`config.mk`:
```
export PLATFORM = sky130hd
export DESIGN_NAME = instruction_format_decode
export DESIGN_NICKNAME = d
export VERILOG_FILES = /design/src/verilog/ifd_pkg.sv /design/src/verilog/ifd_field_decode.sv /design/src/verilog/instruction_format_decode.sv
export SDC_FILE = /design/constraint.sdc
export NUM_CORES = 1
export LEC_CHECK = 0
export BUFFER_PORTS_ARGS = -buffer_cell sky130_fd_sc_hd__buf_4
export CORE_MARGIN = 8
export CORE_UTILIZATION = 55
export DETAILED_ROUTE_END_ITERATION = 16
export PLACE_DENSITY = 0.76
export SLEW_MARGIN = 20
export SYNTH_ARGS = -nofsm -noshare
export SYNTH_HDL_FRONTEND = slang
export SYNTH_SLANG_ARGS = --single-unit
```
`constraint.sdc`:
```
create_clock -name pclk -period 2.52 [get_ports pclk]
set_input_delay 0.756 -clock pclk [delete_from_list [all_inputs] [get_ports pclk]]
set_output_delay 0.756 -clock pclk [all_outputs]
set_load 0.02 [all_outputs]
```
`src/verilog/ifd_pkg.sv`:
```
// constants shared by the instruction decoder and its core wrapper
package ifd_pkg;
	// instruction word and field widths
	localparam int IW       = 12;
	localparam int FAW      = 5;
	localparam int BNW      = 3;
	localparam int DW       = 8;
	localparam int PCW      = 9;
	localparam int NFILE    = 32;
	localparam logic [FAW-1:0] FILE_LAST = 5'h1F;
	// field positions
	localparam int OP_HI    = 11;
	localparam int BYTE_LO  = 6;
	localparam int DEST_BIT = 5;
	localparam int FA_HI    = 4;
	localparam int BIT_LO   = 8;
	localparam int BN_HI    = 7;
	localparam int BN_LO    = 5;
	localparam int LIT_LO   = 8;
	localparam int LIT_HI   = 7;
	localparam int JMP_LO   = 9;
	localparam int JK_HI    = 8;
	// class codes in bits 11:10, jump code in bits 11:9
	localparam logic [1:0] CLS_BYTE = 2'h0;
	localparam logic [1:0] CLS_BIT  = 2'h1;
	localparam logic [2:0] JMP_CODE = 3'h5;
	// bit-oriented opcodes in bits 11:8
	localparam logic [3:0] OP_FORCE1 = 4'h5;
	localparam logic [3:0] OP_SKIPCLR = 4'h6;
	localparam logic [3:0] OP_SKIPSET = 4'h7;
	localparam logic [IW-1:0] NOP_WORD = 12'h000;
	// instruction cycle phases, one per clock
	typedef enum logic [3:0] {
		PH1 = 4'h1,
		PH2 = 4'h2,
		PH3 = 4'h4,
		PH4 = 4'h8
	} phase_e;
	// register byte addresses
	localparam logic [7:0] A_CTRL   = 8'h00;
	localparam logic [7:0] A_STATUS = 8'h04;
	localparam logic [7:0] A_DECODE = 8'h08;
	localparam logic [7:0] A_FSEL   = 8'h0C;
	localparam logic [7:0] A_FDATA  = 8'h10;
	localparam logic [7:0] A_CYCLES = 8'h14;
	// register field positions
	localparam int CTRL_RUN  = 0;
	localparam int ST_FLUSH  = 9;
	localparam int ST_IR_LO  = 16;
	localparam int DC_CLS_LO = 0;
	localparam int DC_JUMP   = 3;
	localparam int DC_DEST   = 4;
	localparam int DC_FA_LO  = 5;
	localparam int DC_BN_LO  = 10;
	localparam int DC_K_LO   = 16;
	localparam logic CTRL_RESET = 1'b0;
endpackage : ifd_pkg

```
`src/verilog/ifd_field_decode.sv`:
```
// combinational split of a 12-bit instruction word into its fields
module ifd_field_decode (
	// instruction word
	input  wire logic [11:0] instr,
	// instruction class
	output logic             is_byte,
	output logic             is_bit,
	output logic             is_lit,
	output logic             is_jump,
	// fields
	output logic [5:0]       op_byte,
	output logic [3:0]       op_short,
	output logic [2:0]       op_jump,
	output logic             dest_file,
	output logic [4:0]       faddr,
	output logic [2:0]       bitnum,
	output logic [7:0]       bit_mask,
	output logic [7:0]       lit8,
	output logic [8:0]       lit9
);
	// class from the top bits only, so operand or don't-care bits never move it
	always_comb begin
		is_byte = (instr[ifd_pkg::OP_HI -: 2] == ifd_pkg::CLS_BYTE); // RQ11
		is_bit  = (instr[ifd_pkg::OP_HI -: 2] == ifd_pkg::CLS_BIT); // RQ11
		is_lit  = !is_byte && !is_bit;
		is_jump = (instr[ifd_pkg::OP_HI:ifd_pkg::JMP_LO] == ifd_pkg::JMP_CODE); // RQ8
	end

	// operand fields by position
	assign op_byte   = instr[ifd_pkg::OP_HI:ifd_pkg::BYTE_LO]; // RQ4
	assign dest_file = instr[ifd_pkg::DEST_BIT]; // RQ2
	assign faddr     = instr[ifd_pkg::FA_HI:0]; // RQ3
	assign op_short  = instr[ifd_pkg::OP_HI:ifd_pkg::BIT_LO]; // RQ5
	assign bitnum    = instr[ifd_pkg::BN_HI:ifd_pkg::BN_LO]; // RQ5
	assign bit_mask  = 8'h01 << bitnum; // RQ6
	assign lit8      = instr[ifd_pkg::LIT_HI:0]; // RQ7
	assign op_jump   = instr[ifd_pkg::OP_HI:ifd_pkg::JMP_LO]; // RQ8
	assign lit9      = instr[ifd_pkg::JK_HI:0]; // RQ8
endmodule // ifd_field_decode

```
`src/verilog/instruction_format_decode.sv`:
```
// instruction fetch, decode and timing core with an apb register window
// How it works
// [RQ1] each instruction is fetched and decoded as one 12-bit word of opcode and operand fields.
// [RQ2] in byte operations a destination bit of zero sends the result to the accumulator, one to the file register.
// [RQ3] the file field picks one of 32 file registers, addresses 0x00 to 0x1F.
// [RQ4] byte operations take opcode from bits 11:6, destination from bit 5, file address from bits 4:0.
// [RQ5] bit operations take opcode from bits 11:8, bit number from bits 7:5, file address from bits 4:0.
// [RQ6] the bit number picks one bit of the addressed 8-bit file register.
// [RQ7] literal operations other than the jump take opcode from bits 11:8 and an 8-bit literal from bits 7:0.
// [RQ8] the jump takes opcode from bits 11:9 and a 9-bit target from bits 8:0.
// [RQ9] an instruction takes one cycle, or two when a test is true or the program counter changes.
// [RQ10] one instruction cycle is four consecutive clock periods.
// [RQ11] don't-care bits never change the decoded operation.
// [RQ12] the bit force one instruction sets the chosen bit, touches no status flag, and takes one cycle.
//
// Implementation choices: register access over APB and the register offsets.
module instruction_format_decode (
	// clock and reset
	input  wire logic        pclk,
	input  wire logic        presetn,
	// apb slave
	input  wire logic        psel,
	input  wire logic        penable,
	input  wire logic        pwrite,
	input  wire logic [7:0]  paddr,
	input  wire logic [31:0] pwdata,
	output logic [31:0]      prdata,
	output logic             pready,
	output logic             pslverr,
	// program memory
	output logic [8:0]       prog_addr,
	input  wire logic [11:0] prog_data,
	// decoded destination of the executing byte operation
	output logic             wb_to_w,
	output logic             wb_to_file
);
	logic                 run;
	logic [4:0]           fsel;
	logic [31:0]          cycles;
	logic [8:0]           pc;
	logic [11:0]          ir;
	logic                 flush;
	ifd_pkg::phase_e      phase;
	ifd_pkg::phase_e      next_phase;
	logic [7:0]           file [ifd_pkg::NFILE];
	logic                 is_byte;
	logic                 is_bit;
	logic                 is_lit;
	logic                 is_jump;
	logic [5:0]           op_byte;
	logic [3:0]           op_short;
	logic [2:0]           op_jump;
	logic                 dest_file;
	logic [4:0]           faddr;
	logic [2:0]           bitnum;
	logic [7:0]           bit_mask;
	logic [7:0]           lit8;
	logic [8:0]           lit9;
	logic                 live;
	logic                 do_force1;
	logic                 test_true;
	logic                 end_cycle;
	logic                 apb_wr;
	logic                 apb_setup;
	logic                 addr_ok;
	logic [31:0]          rd_mux;

	ifd_field_decode u_dec (
		.instr     (ir),
		.is_byte   (is_byte),
		.is_bit    (is_bit),
		.is_lit    (is_lit),
		.is_jump   (is_jump),
		.op_byte   (op_byte),
		.op_short  (op_short),
		.op_jump   (op_jump),
		.dest_file (dest_file),
		.faddr     (faddr),
		.bitnum    (bitnum),
		.bit_mask  (bit_mask),
		.lit8      (lit8),
		.lit9      (lit9)
	);

	// a flushed word is the one fetched behind a taken skip or jump
	assign live      = !flush;
	assign end_cycle = run && (phase == ifd_pkg::PH4);
	assign do_force1 = live && is_bit && (op_short == ifd_pkg::OP_FORCE1); // RQ12
	// bit tests read the addressed register through the bit mask
	always_comb begin
		test_true = 1'b0;
		if (live && is_bit && (op_short == ifd_pkg::OP_SKIPCLR)) begin
			test_true = ((file[faddr] & bit_mask) == 8'h00); // RQ6
		end else if (live && is_bit && (op_short == ifd_pkg::OP_SKIPSET)) begin
			test_true = ((file[faddr] & bit_mask) != 8'h00); // RQ6
		end
	end

	// destination steering for byte operations
	assign wb_to_w    = live && is_byte && !dest_file; // RQ2
	assign wb_to_file = live && is_byte && dest_file; // RQ2
	assign prog_addr  = pc;

	// four phases per instruction cycle, held while stopped
	always_comb begin
		next_phase = phase;
		if (run) begin
			case (phase)
				ifd_pkg::PH1: next_phase = ifd_pkg::PH2; // RQ10
				ifd_pkg::PH2: next_phase = ifd_pkg::PH3; // RQ10
				ifd_pkg::PH3: next_phase = ifd_pkg::PH4; // RQ10
				ifd_pkg::PH4: next_phase = ifd_pkg::PH1; // RQ10
				default:      next_phase = ifd_pkg::PH1;
			endcase
		end
	end

	always_ff @(posedge pclk or negedge presetn) begin
		if (!presetn) begin
			phase <= ifd_pkg::PH1;
		end else begin
			phase <= next_phase;
		end
	end

	// fetch the whole word at the last phase; jumps load the target
	always_ff @(posedge pclk or negedge presetn) begin
		if (!presetn) begin
			pc <= '0;
			ir <= ifd_pkg::NOP_WORD;
		end else if (end_cycle) begin
			ir <= prog_data; // RQ1
			if (live && is_jump) begin
				pc <= lit9; // RQ8
			end else begin
				pc <= pc + 9'h001;
			end
		end
	end

	// a true test or a pc change turns the next word into a nop: two cycles
	always_ff @(posedge pclk or negedge presetn) begin
		if (!presetn) begin
			flush <= 1'b1;
		end else if (end_cycle) begin
			flush <= live && (test_true || is_jump); // RQ9
		end
	end

	// instruction cycles elapsed
	always_ff @(posedge pclk or negedge presetn) begin
		if (!presetn) begin
			cycles <= '0;
		end else if (end_cycle) begin
			cycles <= cycles + 32'h0000_0001;
		end
	end

	// file bank; the core's bit force lands after a same-cycle bus write
	always_ff @(posedge pclk or negedge presetn) begin
		if (!presetn) begin
			for (int i = 0; i < ifd_pkg::NFILE; i++) begin
				file[i] <= 8'h00;
			end
		end else begin
			if (apb_wr && (paddr == ifd_pkg::A_FDATA)) begin
				file[fsel] <= pwdata[ifd_pkg::DW-1:0];
			end
			if (end_cycle && do_force1) begin
				file[faddr][bitnum] <= 1'b1; // RQ12
			end
		end
	end

	// apb: no wait state; read data comes from a flop loaded in the setup phase
	assign apb_setup = psel && !penable;
	assign pready    = psel && penable;
	assign apb_wr    = psel && penable && pwrite;
	always_comb begin
		addr_ok = (paddr == ifd_pkg::A_CTRL) || (paddr == ifd_pkg::A_STATUS) ||
			(paddr == ifd_pkg::A_DECODE) || (paddr == ifd_pkg::A_FSEL) ||
			(paddr == ifd_pkg::A_FDATA) || (paddr == ifd_pkg::A_CYCLES);
	end
	assign pslverr = pready && !addr_ok;

	// read mux; status and decode are read only
	always_comb begin
		rd_mux = 32'h0000_0000;
		if (paddr == ifd_pkg::A_CTRL) begin
			rd_mux[ifd_pkg::CTRL_RUN] = run;
		end else if (paddr == ifd_pkg::A_STATUS) begin
			rd_mux[ifd_pkg::PCW-1:0] = pc;
			rd_mux[ifd_pkg::ST_FLUSH] = flush;
			rd_mux[ifd_pkg::ST_IR_LO +: ifd_pkg::IW] = ir;
		end else if (paddr == ifd_pkg::A_DECODE) begin
			rd_mux[ifd_pkg::DC_CLS_LO +: 3] = {is_lit, is_bit, is_byte};
			rd_mux[ifd_pkg::DC_JUMP] = is_jump;
			rd_mux[ifd_pkg::DC_DEST] = dest_file;
			rd_mux[ifd_pkg::DC_FA_LO +: ifd_pkg::FAW] = faddr;
			rd_mux[ifd_pkg::DC_BN_LO +: ifd_pkg::BNW] = bitnum;
			rd_mux[ifd_pkg::DC_K_LO +: ifd_pkg::PCW] = lit9;
		end else if (paddr == ifd_pkg::A_FSEL) begin
			rd_mux[ifd_pkg::FAW-1:0] = fsel;
		end else if (paddr == ifd_pkg::A_FDATA) begin
			rd_mux[ifd_pkg::DW-1:0] = file[fsel];
		end else if (paddr == ifd_pkg::A_CYCLES) begin
			rd_mux = cycles;
		end
	end

	always_ff @(posedge pclk or negedge presetn) begin
		if (!presetn) begin
			prdata <= 32'h0000_0000;
		end else if (apb_setup && !pwrite) begin
			prdata <= rd_mux;
		end
	end

	// software control registers
	always_ff @(posedge pclk or negedge presetn) begin
		if (!presetn) begin
			run  <= ifd_pkg::CTRL_RESET;
			fsel <= '0;
		end else if (apb_wr) begin
			if (paddr == ifd_pkg::A_CTRL) begin
				run <= pwdata[ifd_pkg::CTRL_RUN];
			end else if (paddr == ifd_pkg::A_FSEL) begin
				fsel <= pwdata[ifd_pkg::FAW-1:0];
			end
		end
	end

	// checks
	property p_fetch;
		@(posedge pclk) disable iff (!presetn)
		end_cycle |=> (ir == $past(prog_data));
	endproperty
	a_fetch: assert property (p_fetch) else $error("word not fetched whole"); // RQ1

	property p_dest;
		@(posedge pclk) disable iff (!presetn)
		(live && is_byte) |-> (wb_to_file == ir[ifd_pkg::DEST_BIT]) && (wb_to_w != wb_to_file);
	endproperty
	a_dest: assert property (p_dest) else $error("destination steering wrong"); // RQ2

	property p_byte_fields;
		@(posedge pclk) disable iff (!presetn)
		is_byte |-> (op_byte == ir[11:6]) && (faddr == ir[4:0]) && (faddr <= ifd_pkg::FILE_LAST);
	endproperty
	a_byte_fields: assert property (p_byte_fields) else $error("byte fields wrong"); // RQ4

	property p_bit_fields;
		@(posedge pclk) disable iff (!presetn)
		is_bit |-> (op_short == ir[11:8]) && (bitnum == ir[7:5]) && (bit_mask[bitnum]) && $onehot(bit_mask);
	endproperty
	a_bit_fields: assert property (p_bit_fields) else $error("bit fields wrong"); // RQ5

	property p_lit_fields;
		@(posedge pclk) disable iff (!presetn)
		(is_lit && !is_jump) |-> (lit8 == ir[7:0]) && $onehot({is_byte, is_bit, is_lit});
	endproperty
	a_lit_fields: assert property (p_lit_fields) else $error("literal fields wrong"); // RQ7

	property p_jump;
		@(posedge pclk) disable iff (!presetn)
		(end_cycle && live && is_jump) |=> (pc == $past(lit9)) && flush;
	endproperty
	a_jump: assert property (p_jump) else $error("jump target not loaded"); // RQ8

	property p_single;
		@(posedge pclk) disable iff (!presetn)
		(end_cycle && (!live || (!is_jump && !test_true))) |=> !flush;
	endproperty
	a_single: assert property (p_single) else $error("spurious second cycle"); // RQ9

	property p_four;
		@(posedge pclk) disable iff (!presetn)
		(run && phase == ifd_pkg::PH1) ##1 run [*3] |=> (phase == ifd_pkg::PH1);
	endproperty
	a_four: assert property (p_four) else $error("instruction cycle not four clocks"); // RQ10

	// checker helper: address of the word that just executed, kept one clock so the
	// result of a force can still be read after ir has moved on to the next word
	logic [4:0]           force_addr_q;
	logic [7:0]           force_byte;
	logic [7:0]           force_now;
	assign force_byte = file[faddr];
	assign force_now  = file[force_addr_q];
	always_ff @(posedge pclk or negedge presetn) begin
		if (!presetn) begin
			force_addr_q <= '0;
		end else begin
			force_addr_q <= faddr;
		end
	end

	property p_force1;
		@(posedge pclk) disable iff (!presetn)
		(end_cycle && do_force1 && !apb_wr) |=>
			(force_now == ($past(force_byte) | $past(bit_mask))) && !flush;
	endproperty
	a_force1: assert property (p_force1) else $error("bit force one wrong"); // RQ12

	property p_freeze;
		@(posedge pclk) disable iff (!presetn)
		!run |=> $stable(phase) && $stable(pc) && $stable(ir);
	endproperty
	a_freeze: assert property (p_freeze) else $error("core moved while stopped"); // RQ10

	property p_cycles;
		@(posedge pclk) disable iff (!presetn)
		end_cycle |=> (cycles == $past(cycles) + 32'h0000_0001);
	endproperty
	a_cycles: assert property (p_cycles) else $error("cycle count not advanced"); // RQ10

	property p_pc_step;
		@(posedge pclk) disable iff (!presetn)
		(end_cycle && !(live && is_jump)) |=> (pc == $past(pc) + 9'h001);
	endproperty
	a_pc_step: assert property (p_pc_step) else $error("pc did not step one word"); // RQ1

	property p_skip_true;
		@(posedge pclk) disable iff (!presetn)
		(end_cycle && test_true) |=> flush;
	endproperty
	a_skip_true: assert property (p_skip_true) else $error("true test did not take two cycles"); // RQ9

	property p_test_bit;
		@(posedge pclk) disable iff (!presetn)
		(live && is_bit && ((op_short == ifd_pkg::OP_SKIPCLR) || (op_short == ifd_pkg::OP_SKIPSET))) |->
			(test_true == (file[faddr][bitnum] == op_short[0]));
	endproperty
	a_test_bit: assert property (p_test_bit) else $error("bit test read wrong bit"); // RQ6

	property p_nop;
		@(posedge pclk) disable iff (!presetn)
		!live |-> !wb_to_w && !wb_to_file && !do_force1 && !test_true;
	endproperty
	a_nop: assert property (p_nop) else $error("flushed word had an effect"); // RQ9

	property p_jump_fields;
		@(posedge pclk) disable iff (!presetn)
		is_jump |-> is_lit && (op_jump == ifd_pkg::JMP_CODE) && (lit9 == ir[8:0]);
	endproperty
	a_jump_fields: assert property (p_jump_fields) else $error("jump fields wrong"); // RQ8

	property p_class;
		@(posedge pclk) disable iff (!presetn)
		(is_byte == (ir[11:10] == 2'h0)) && (is_bit == (ir[11:10] == 2'h1)) && (is_jump == (ir[11:9] == 3'h5));
	endproperty
	a_class: assert property (p_class) else $error("class moved by operand bits"); // RQ11
endmodule // instruction_format_decode
```
# After elaboration in Yosys (flattened, before gate mapping)
# Index checks and enable logic that the tools add are counted.
# op_classes
add_sub_neg,2
magnitude_cmp,6
eq_ne,14
shift,1
mux,43
bitwise,5
n_reduce_logical,40
# op_table
operator,n
2-to-1 mux 256 bit,2
bitwise mux 256 bit,1
bitwise OR 256 bit,1
2-to-1 mux 32 bit,6
2-to-1 mux 8 bit,11
binary-select mux 8 bit (select 5 bit),2
demux 8 bit (select 5 bit),2
"adder 32 x 1 -> 32 bit, second input constant",1
2-to-1 mux 31 bit,1
2-to-1 mux 27 bit,1
2-to-1 mux 24 bit,1
logical AND 1 bit,21
2-to-1 mux 9 bit,2
"equality test 4 x 3 -> 1 bit, second input constant",4
"equality test 8 x 4 -> 1 bit, second input constant",2
"equality test 8 x 5 -> 1 bit, second input constant",2
logical NOT 8 bit,2
2-to-1 mux 13 bit,1
">= comparator 6 bit, second input constant",2
"less-than comparator 6 x 1 -> 1 bit, second input constant",2
2-to-1 mux 12 bit,1
NOT 5 -> 6 bit,2
one-hot mux 4 bit (3 select lines),1
2-to-1 mux 10 bit,1
other kinds (25),39
# word_totals
register_bits,352

# Logic depth before layout (Yosys ltp)
# logic_depth
word_depth,16
depth_mapped,11

# Cells and area by module
# A second synthesis with hierarchy kept.
# unflattened
hier_cells,2021
hier_area_um2,19991.7
# modules_own_cells
module,n_inst,cells_each,area_each_um2,seq_area_each_um2
instruction_format_decode,1,1970,19611.3,8811.0
ifd_field_decode,1,51,380.4,0.0

# Worst setup path after synthesis
# No wires, ideal clock.
# synth_path
path_kind,input -> register
from,input port paddr[0]
to,register file[168] (netlist name)
setup_time_ps,134
arrival_time_ps,2967
t_required_ps,2386
setup_slack_ps,-581
cell_stages,11
path_buffers,3
path_cell_list,or4_1 > buf_2 > nor4b_4 > nand2_2 > nor2_1 > and3b_1 > buf_4 > and2_1 > buf_4 > mux2i_1 > o21ai_0
# synth_via
elab_chain_len,5
# synth_rtl
element,line,rtl
"start, declared",instruction_format_decode.sv:25,"input wire logic [7:0] paddr,"
equality test 8 x 5 -> 1 bit (*),instruction_format_decode.sv:166,if (apb_wr && (paddr == ifd_pkg::A_FDATA)) begin
logical AND 1 bit (*),instruction_format_decode.sv:166,
2-to-1 mux 256 bit (*),instruction_format_decode.sv:166,
bitwise OR 256 bit (no line),--,
2-to-1 mux 256 bit (*),instruction_format_decode.sv:169,if (end_cycle && do_force1) begin
"end signal, assigned by index",instruction_format_decode.sv:167,file[fsel] <= pwdata[ifd_pkg::DW-1:0];
"end, declared",instruction_format_decode.sv:45,logic [7:0] file [ifd_pkg::NFILE];
# Mark *: on every way between the ends. The rest lies on a longest branch, timed or not.
# A chain may end at the register's enable or synchronous reset.

# Worst setup path after layout
# layout_path
from,register ir[0]
to,register flush
# layout_via
elab_chain_len,10
elab_cells_between_ends,11
classes_between,mux: 5; bitwise: 2; reduce/logical: 4
# layout_rtl
element,line,rtl
"start, declared",instruction_format_decode.sv:41,logic [11:0] ir;
"start signal, assigned",instruction_format_decode.sv:130,ir <= ifd_pkg::NOP_WORD;
"start signal, assigned",instruction_format_decode.sv:132,ir <= prog_data;
NOT 5 -> 6 bit (*),--,
binary-select mux 8 bit (select 5 bit) (*),--,
2-to-1 mux 8 bit (implied by the code) (*) (2 in a row),"instruction_format_decode.sv:93, instruction_format_decode.sv:95",
bitwise AND 8 bit (*),"instruction_format_decode.sv:93, instruction_format_decode.sv:95",
nonzero test 8 bit,instruction_format_decode.sv:95,test_true = ((file[faddr] & bit_mask) != 8'h00);
2-to-1 mux 1 bit,instruction_format_decode.sv:94,end else if (live && is_bit && (op_short == ifd_pkg::OP_SKIPSET)) begin
2-to-1 mux 1 bit (*),instruction_format_decode.sv:92,if (live && is_bit && (op_short == ifd_pkg::OP_SKIPCLR)) begin
logical OR 1 bit (*),instruction_format_decode.sv:146,flush <= live && (test_true || is_jump);
logical AND 1 bit (*),instruction_format_decode.sv:146,
"end signal, assigned",instruction_format_decode.sv:146,
"end, declared",instruction_format_decode.sv:42,logic flush;
# Mark *: on every way between the ends. The rest lies on a longest branch, timed or not. The select of a mux whose other input is x is not followed.

==> results by stage <==
Cells and area:
- The final net count is between 2000 and 2500.
- Cells with a size suffix above 1 make up a little under a third of the layout.
- After the flow finishes, the layout carries non-filler instances totaling 2773.
- Summing all flip-flop and latch instances after layout gives between 8000 and 9000 µm².
- The antenna diode count is 0.
- The multi-input logic area is roughly 11000 µm².
- After filler insertion, the fill cell instance count of the layout stands at approximately 2500.
- The core occupancy in the finished layout is just over 70%.
- With fillers left out, the area of the finished cells amounts to 25600 µm².
- Compared with the post-synthesis result, the final layout area differs by 29.7%.

STA:
- The final hold violation count is 0.
- The post-route minimum period is between 3 and 4 ns.
- The final period utilization is 131%.
- In the post-route analysis, the smallest setup slack over all paths is -0.789 ns.
- The worst-margin pin slew is a little under 0.8 ns.
- The max-slew violation total from the final report came to 0.
- Setup violations remaining at the end of the flow were counted as 90.
- Setup repair after global routing could not meet its margin everywhere.
- The worst hold-check slack is between 0.1 and 0.15 ns.
- The max-slew headroom at the worst pin is between 40% and 50%.
- The maximum clock frequency is 0.302 GHz.
- Setup total negative slack on the finished layout was measured at -5.82 ns.
- The worst clock skew is 0.00864 ns.

GRT:
- The wire length of the first global-routing pass is 119000 µm.
- The number of global-route vias before repair is approximately 19000.
- The initial antenna violation count is 1.
- The largest net degree at the start of global routing is 79.
- The overall routing resource usage is between 30% and 40%.
- For this run the aggregate overflow at the end of global routing stands at 0.

Placed design:
- The worst setup timing slack at the placement stage is -0.875 ns.
- The congestion estimate from routability-driven global placement came to ~1.1.
- The post-placement cell area is 23300 µm².
- The number of buffer cells added on primary ports is between 70 and 80.
- The final HPWL from detailed placement is 56800 µm.
- Including well taps, the total number of placed cells is around 2700.

Critical path:
- The critical path starts at ir[0].
- Data on the critical path arrives at its endpoint at between 3 and 4 ns.
- By startpoint and endpoint, the worst setup path is classified as reg2reg.
- The startpoint identified for the worst register-to-register timing path is ir[0].
- The cell at the slowest stage of the critical path is sky130_fd_sc_hd__or4_1.
- In this design, the stage delay of the slowest critical-path cell is around 0.60 ns.
- The largest fanout on the critical path is 17.
- The endpoint kind of the worst setup timing path is a flip-flop.
- Data on the critical path is required at its endpoint by roughly 3 ns.
- STA classifies the critical path startpoint as a flip-flop.
- The signal on the critical path passes through buf_12 -> buf_12 -> mux2i_1 -> o22ai_1 -> or4_1 -> nor2_1 -> nor2_1 -> a2111oi_4 -> buf_4 -> mux2i_1 -> a221o_1.

Floorplanning:
- In this run the vertical extent of the chip is between 200 and 250 µm.
- The width of the die is a little over 200 µm.
- The die covers between 40000 and 50000 µm².
- The site row count is 69.
- The number of top-level design ports is 102.
- The placeable core area is 35500 µm².
- The initial cell density of the core is 55.7%.

Clocking:
- The number of buffers added by the clock tree synthesis step is 39.
- The later pin in the worst-skew pair is clocked with a latency of around 0.56 ns.
- The number of hold buffers added after cts is 0.
- The buffer depth of the longest clock path is 3.
- The CTS tree is yes.
- The number of sinks driven by the clock tree is roughly 350.
- The number of levels the H-tree was split into is 2.
- The root buffer cell chosen for the clock tree is sky130_fd_sc_hd__clkbuf_16.
- The clock slew at the register clock pins of the worst setup and hold paths is roughly 0.060 ns.

Logic synthesis:
- The top cell type by area accounts for about 44% of the synthesized area.
- The synthesis-stage register bit count is 352.
- For this run, asynchronously set or reset flops after synthesis account for 100%.
- Of the total synthesized cell area, the portion taken by XOR and XNOR cells is about 1.4%.
- The warning count from the yosys run is 0.
- The portion of the post-synthesis area used by sequential elements is between 40% and 50%.
- The share of synthesized cell area in full adder, half adder and majority cells is less than 1%.
- The mapped cell area is 19800 µm².
- The most used standard cell by instance count after synthesis is sky130_fd_sc_hd__dfrtp_1.
- The simple-gate share of the synthesized area is 14.7%.
- The most instantiated flip-flop cell in the synthesis netlist is sky130_fd_sc_hd__dfrtp_1.
- The synthesized net count is approximately 2000.
- The netlist uses 66 different library cells.
- Sorting the synthesized cells by how often they occur yields sky130_fd_sc_hd__dfrtp_1, sky130_fd_sc_hd__nor2_1, sky130_fd_sc_hd__mux2i_1.
- After synthesis, the cell types taking the most area are sky130_fd_sc_hd__dfrtp_1, sky130_fd_sc_hd__mux2i_1, sky130_fd_sc_hd__mux4_2.
- The cell taking the most area after synthesis is sky130_fd_sc_hd__dfrtp_1.
- Averaged over all synthesized cells, the footprint is a little over 10 µm².
- The combinational family with the most area after synthesis is multiplexers.
- Multiplexer cells account for a little over a fifth of the synthesized area.
- Synthesis handed over a netlist of just under 2000 instances.
- The synthesized netlist devotes between 10% and 20% of its cell area to compound gates.
- The number of enable-type register cells in the synthesized netlist is 0.

Power and ir drop:
- Across the VDD grid, the largest voltage drop is 0.536 mV.
- The leakage component of the power is 11.3 nW.
- Power spread over the standard cell area amounts to 482 nW/µm².
- Total power for the finished layout comes to 12.4 mW.

Routing:
- After detailed routing, the number of vias per cell comes to between 6 and 7.
- The detailed router finished its first iteration with 2663 violations.
- The final route contains about 19000 vias.
- For this run, design rule violations remaining after detail routing come to 0.
- The average routed wire per standard cell is 29.3 µm.
- The total routed wirelength is between 80000 and 90000 µm.
- The pre-antenna-repair detailed-routing pass consisted of 7 iterations.
- In this run the remaining antenna-violating nets after routing total 0.

Flow run:
- The count of maximum capacitance violations is 0.

Worst hold path:
- The worst hold-check path type is in2async.

Status:
- The flow ran to the end, but the final reports show violations.
- The checks that failed: negative setup slack.
==> layout make-up <==
class | instances | area share (%)
Clock buffer | 59 | 4.58
Clock inverter | 10 | 0.610
Inverter | 4 | 0.0586
Multi-Input combinational cell | 1447 | 43.6
Sequential cell | 352 | 34.4
Tap cell | 461 | 2.25
Timing Repair Buffer | 440 | 14.4
==> sequential cells by signal, indices dropped and copies added, names as in the netlist <==
signal     flops
file         256
fsel           5
prdata        32
phase          4
cycles        32
prog_addr      9
run            1
ir            12
flush          1
==> path summary, 6_finish.rpt <==
check	cells past startpoint	slack, ns	end
worst max-delay path	11	-0.79	flush
worst min-delay path	1	0.13	file[246]
worst max register to register	11	-0.79	flush
worst min register to register	1	0.48	cycles[31]
max in group asynchronous	2	1.57	file[79]
min in group pclk	3	0.38	ir[5]
==> critical path, delay by kind of cell, from the launching register on <==
kind                   cells  cell delay [ns]
muxes                      2             0.45
DFF                        1             0.53
buffers and inverters      3             0.59
and+or+nand+nor            3             0.83
AOI/OAI and AO/OA          3             0.80
==> routing by layer <==
metal	track usage (%)	wire (µm)	vias to the layer above	part of all wire, %
met5	0	13	-	0.016
met4	23.2	6110	2	7.5
met3	8.55	10300	376	13
met2	56.2	35400	1569	44
met1	49.8	29400	9418	36
li1	-	-	7903	-
==> cell usage in the layout (no fill, tap or decap), types with 25 or more instances in the layout <==
cell	count
sky130_fd_sc_hd__a21oi_1	27
sky130_fd_sc_hd__nor2_2	36
sky130_fd_sc_hd__clkbuf_16	41
sky130_fd_sc_hd__o22ai_1	161
sky130_fd_sc_hd__o21ai_1	111
sky130_fd_sc_hd__o21ai_0	50
sky130_fd_sc_hd__dfrtp_1	345
sky130_fd_sc_hd__a22oi_1	29
sky130_fd_sc_hd__nand3_1	37
sky130_fd_sc_hd__xnor2_1	27
sky130_fd_sc_hd__buf_4	394
sky130_fd_sc_hd__nor2_1	234
sky130_fd_sc_hd__mux4_2	65
sky130_fd_sc_hd__buf_12	25
sky130_fd_sc_hd__nand2_1	116
sky130_fd_sc_hd__mux2i_1	265
==> cells by family after synthesis <==
group / after synthesis
simple gates: 612
fa+ha+maj: 2
xor+xnor: 31
compound gates: 456
flops: 352
mux: 346
buf+inv: 163
==> repair_timing <==
| item | 4_1_cts | 5_1_grt |
|---|---|---|
| gates resized for setup | 35 | 239 |
| pin swaps | 8 | 35 |
| setup endpoints to repair | 168 | 227 |
| buffers inserted | 4 | 10 |
==> power by group <==
part | leakage [nW] | internal (mW) | switching (mW)
clock network | 0.651 | 3.62 | 2.40
registers | 3.48 | 5.70 | 0.0337
logic | 7.21 | 0.193 | 0.426
Note: power is estimated with default switching activity, not from simulation.
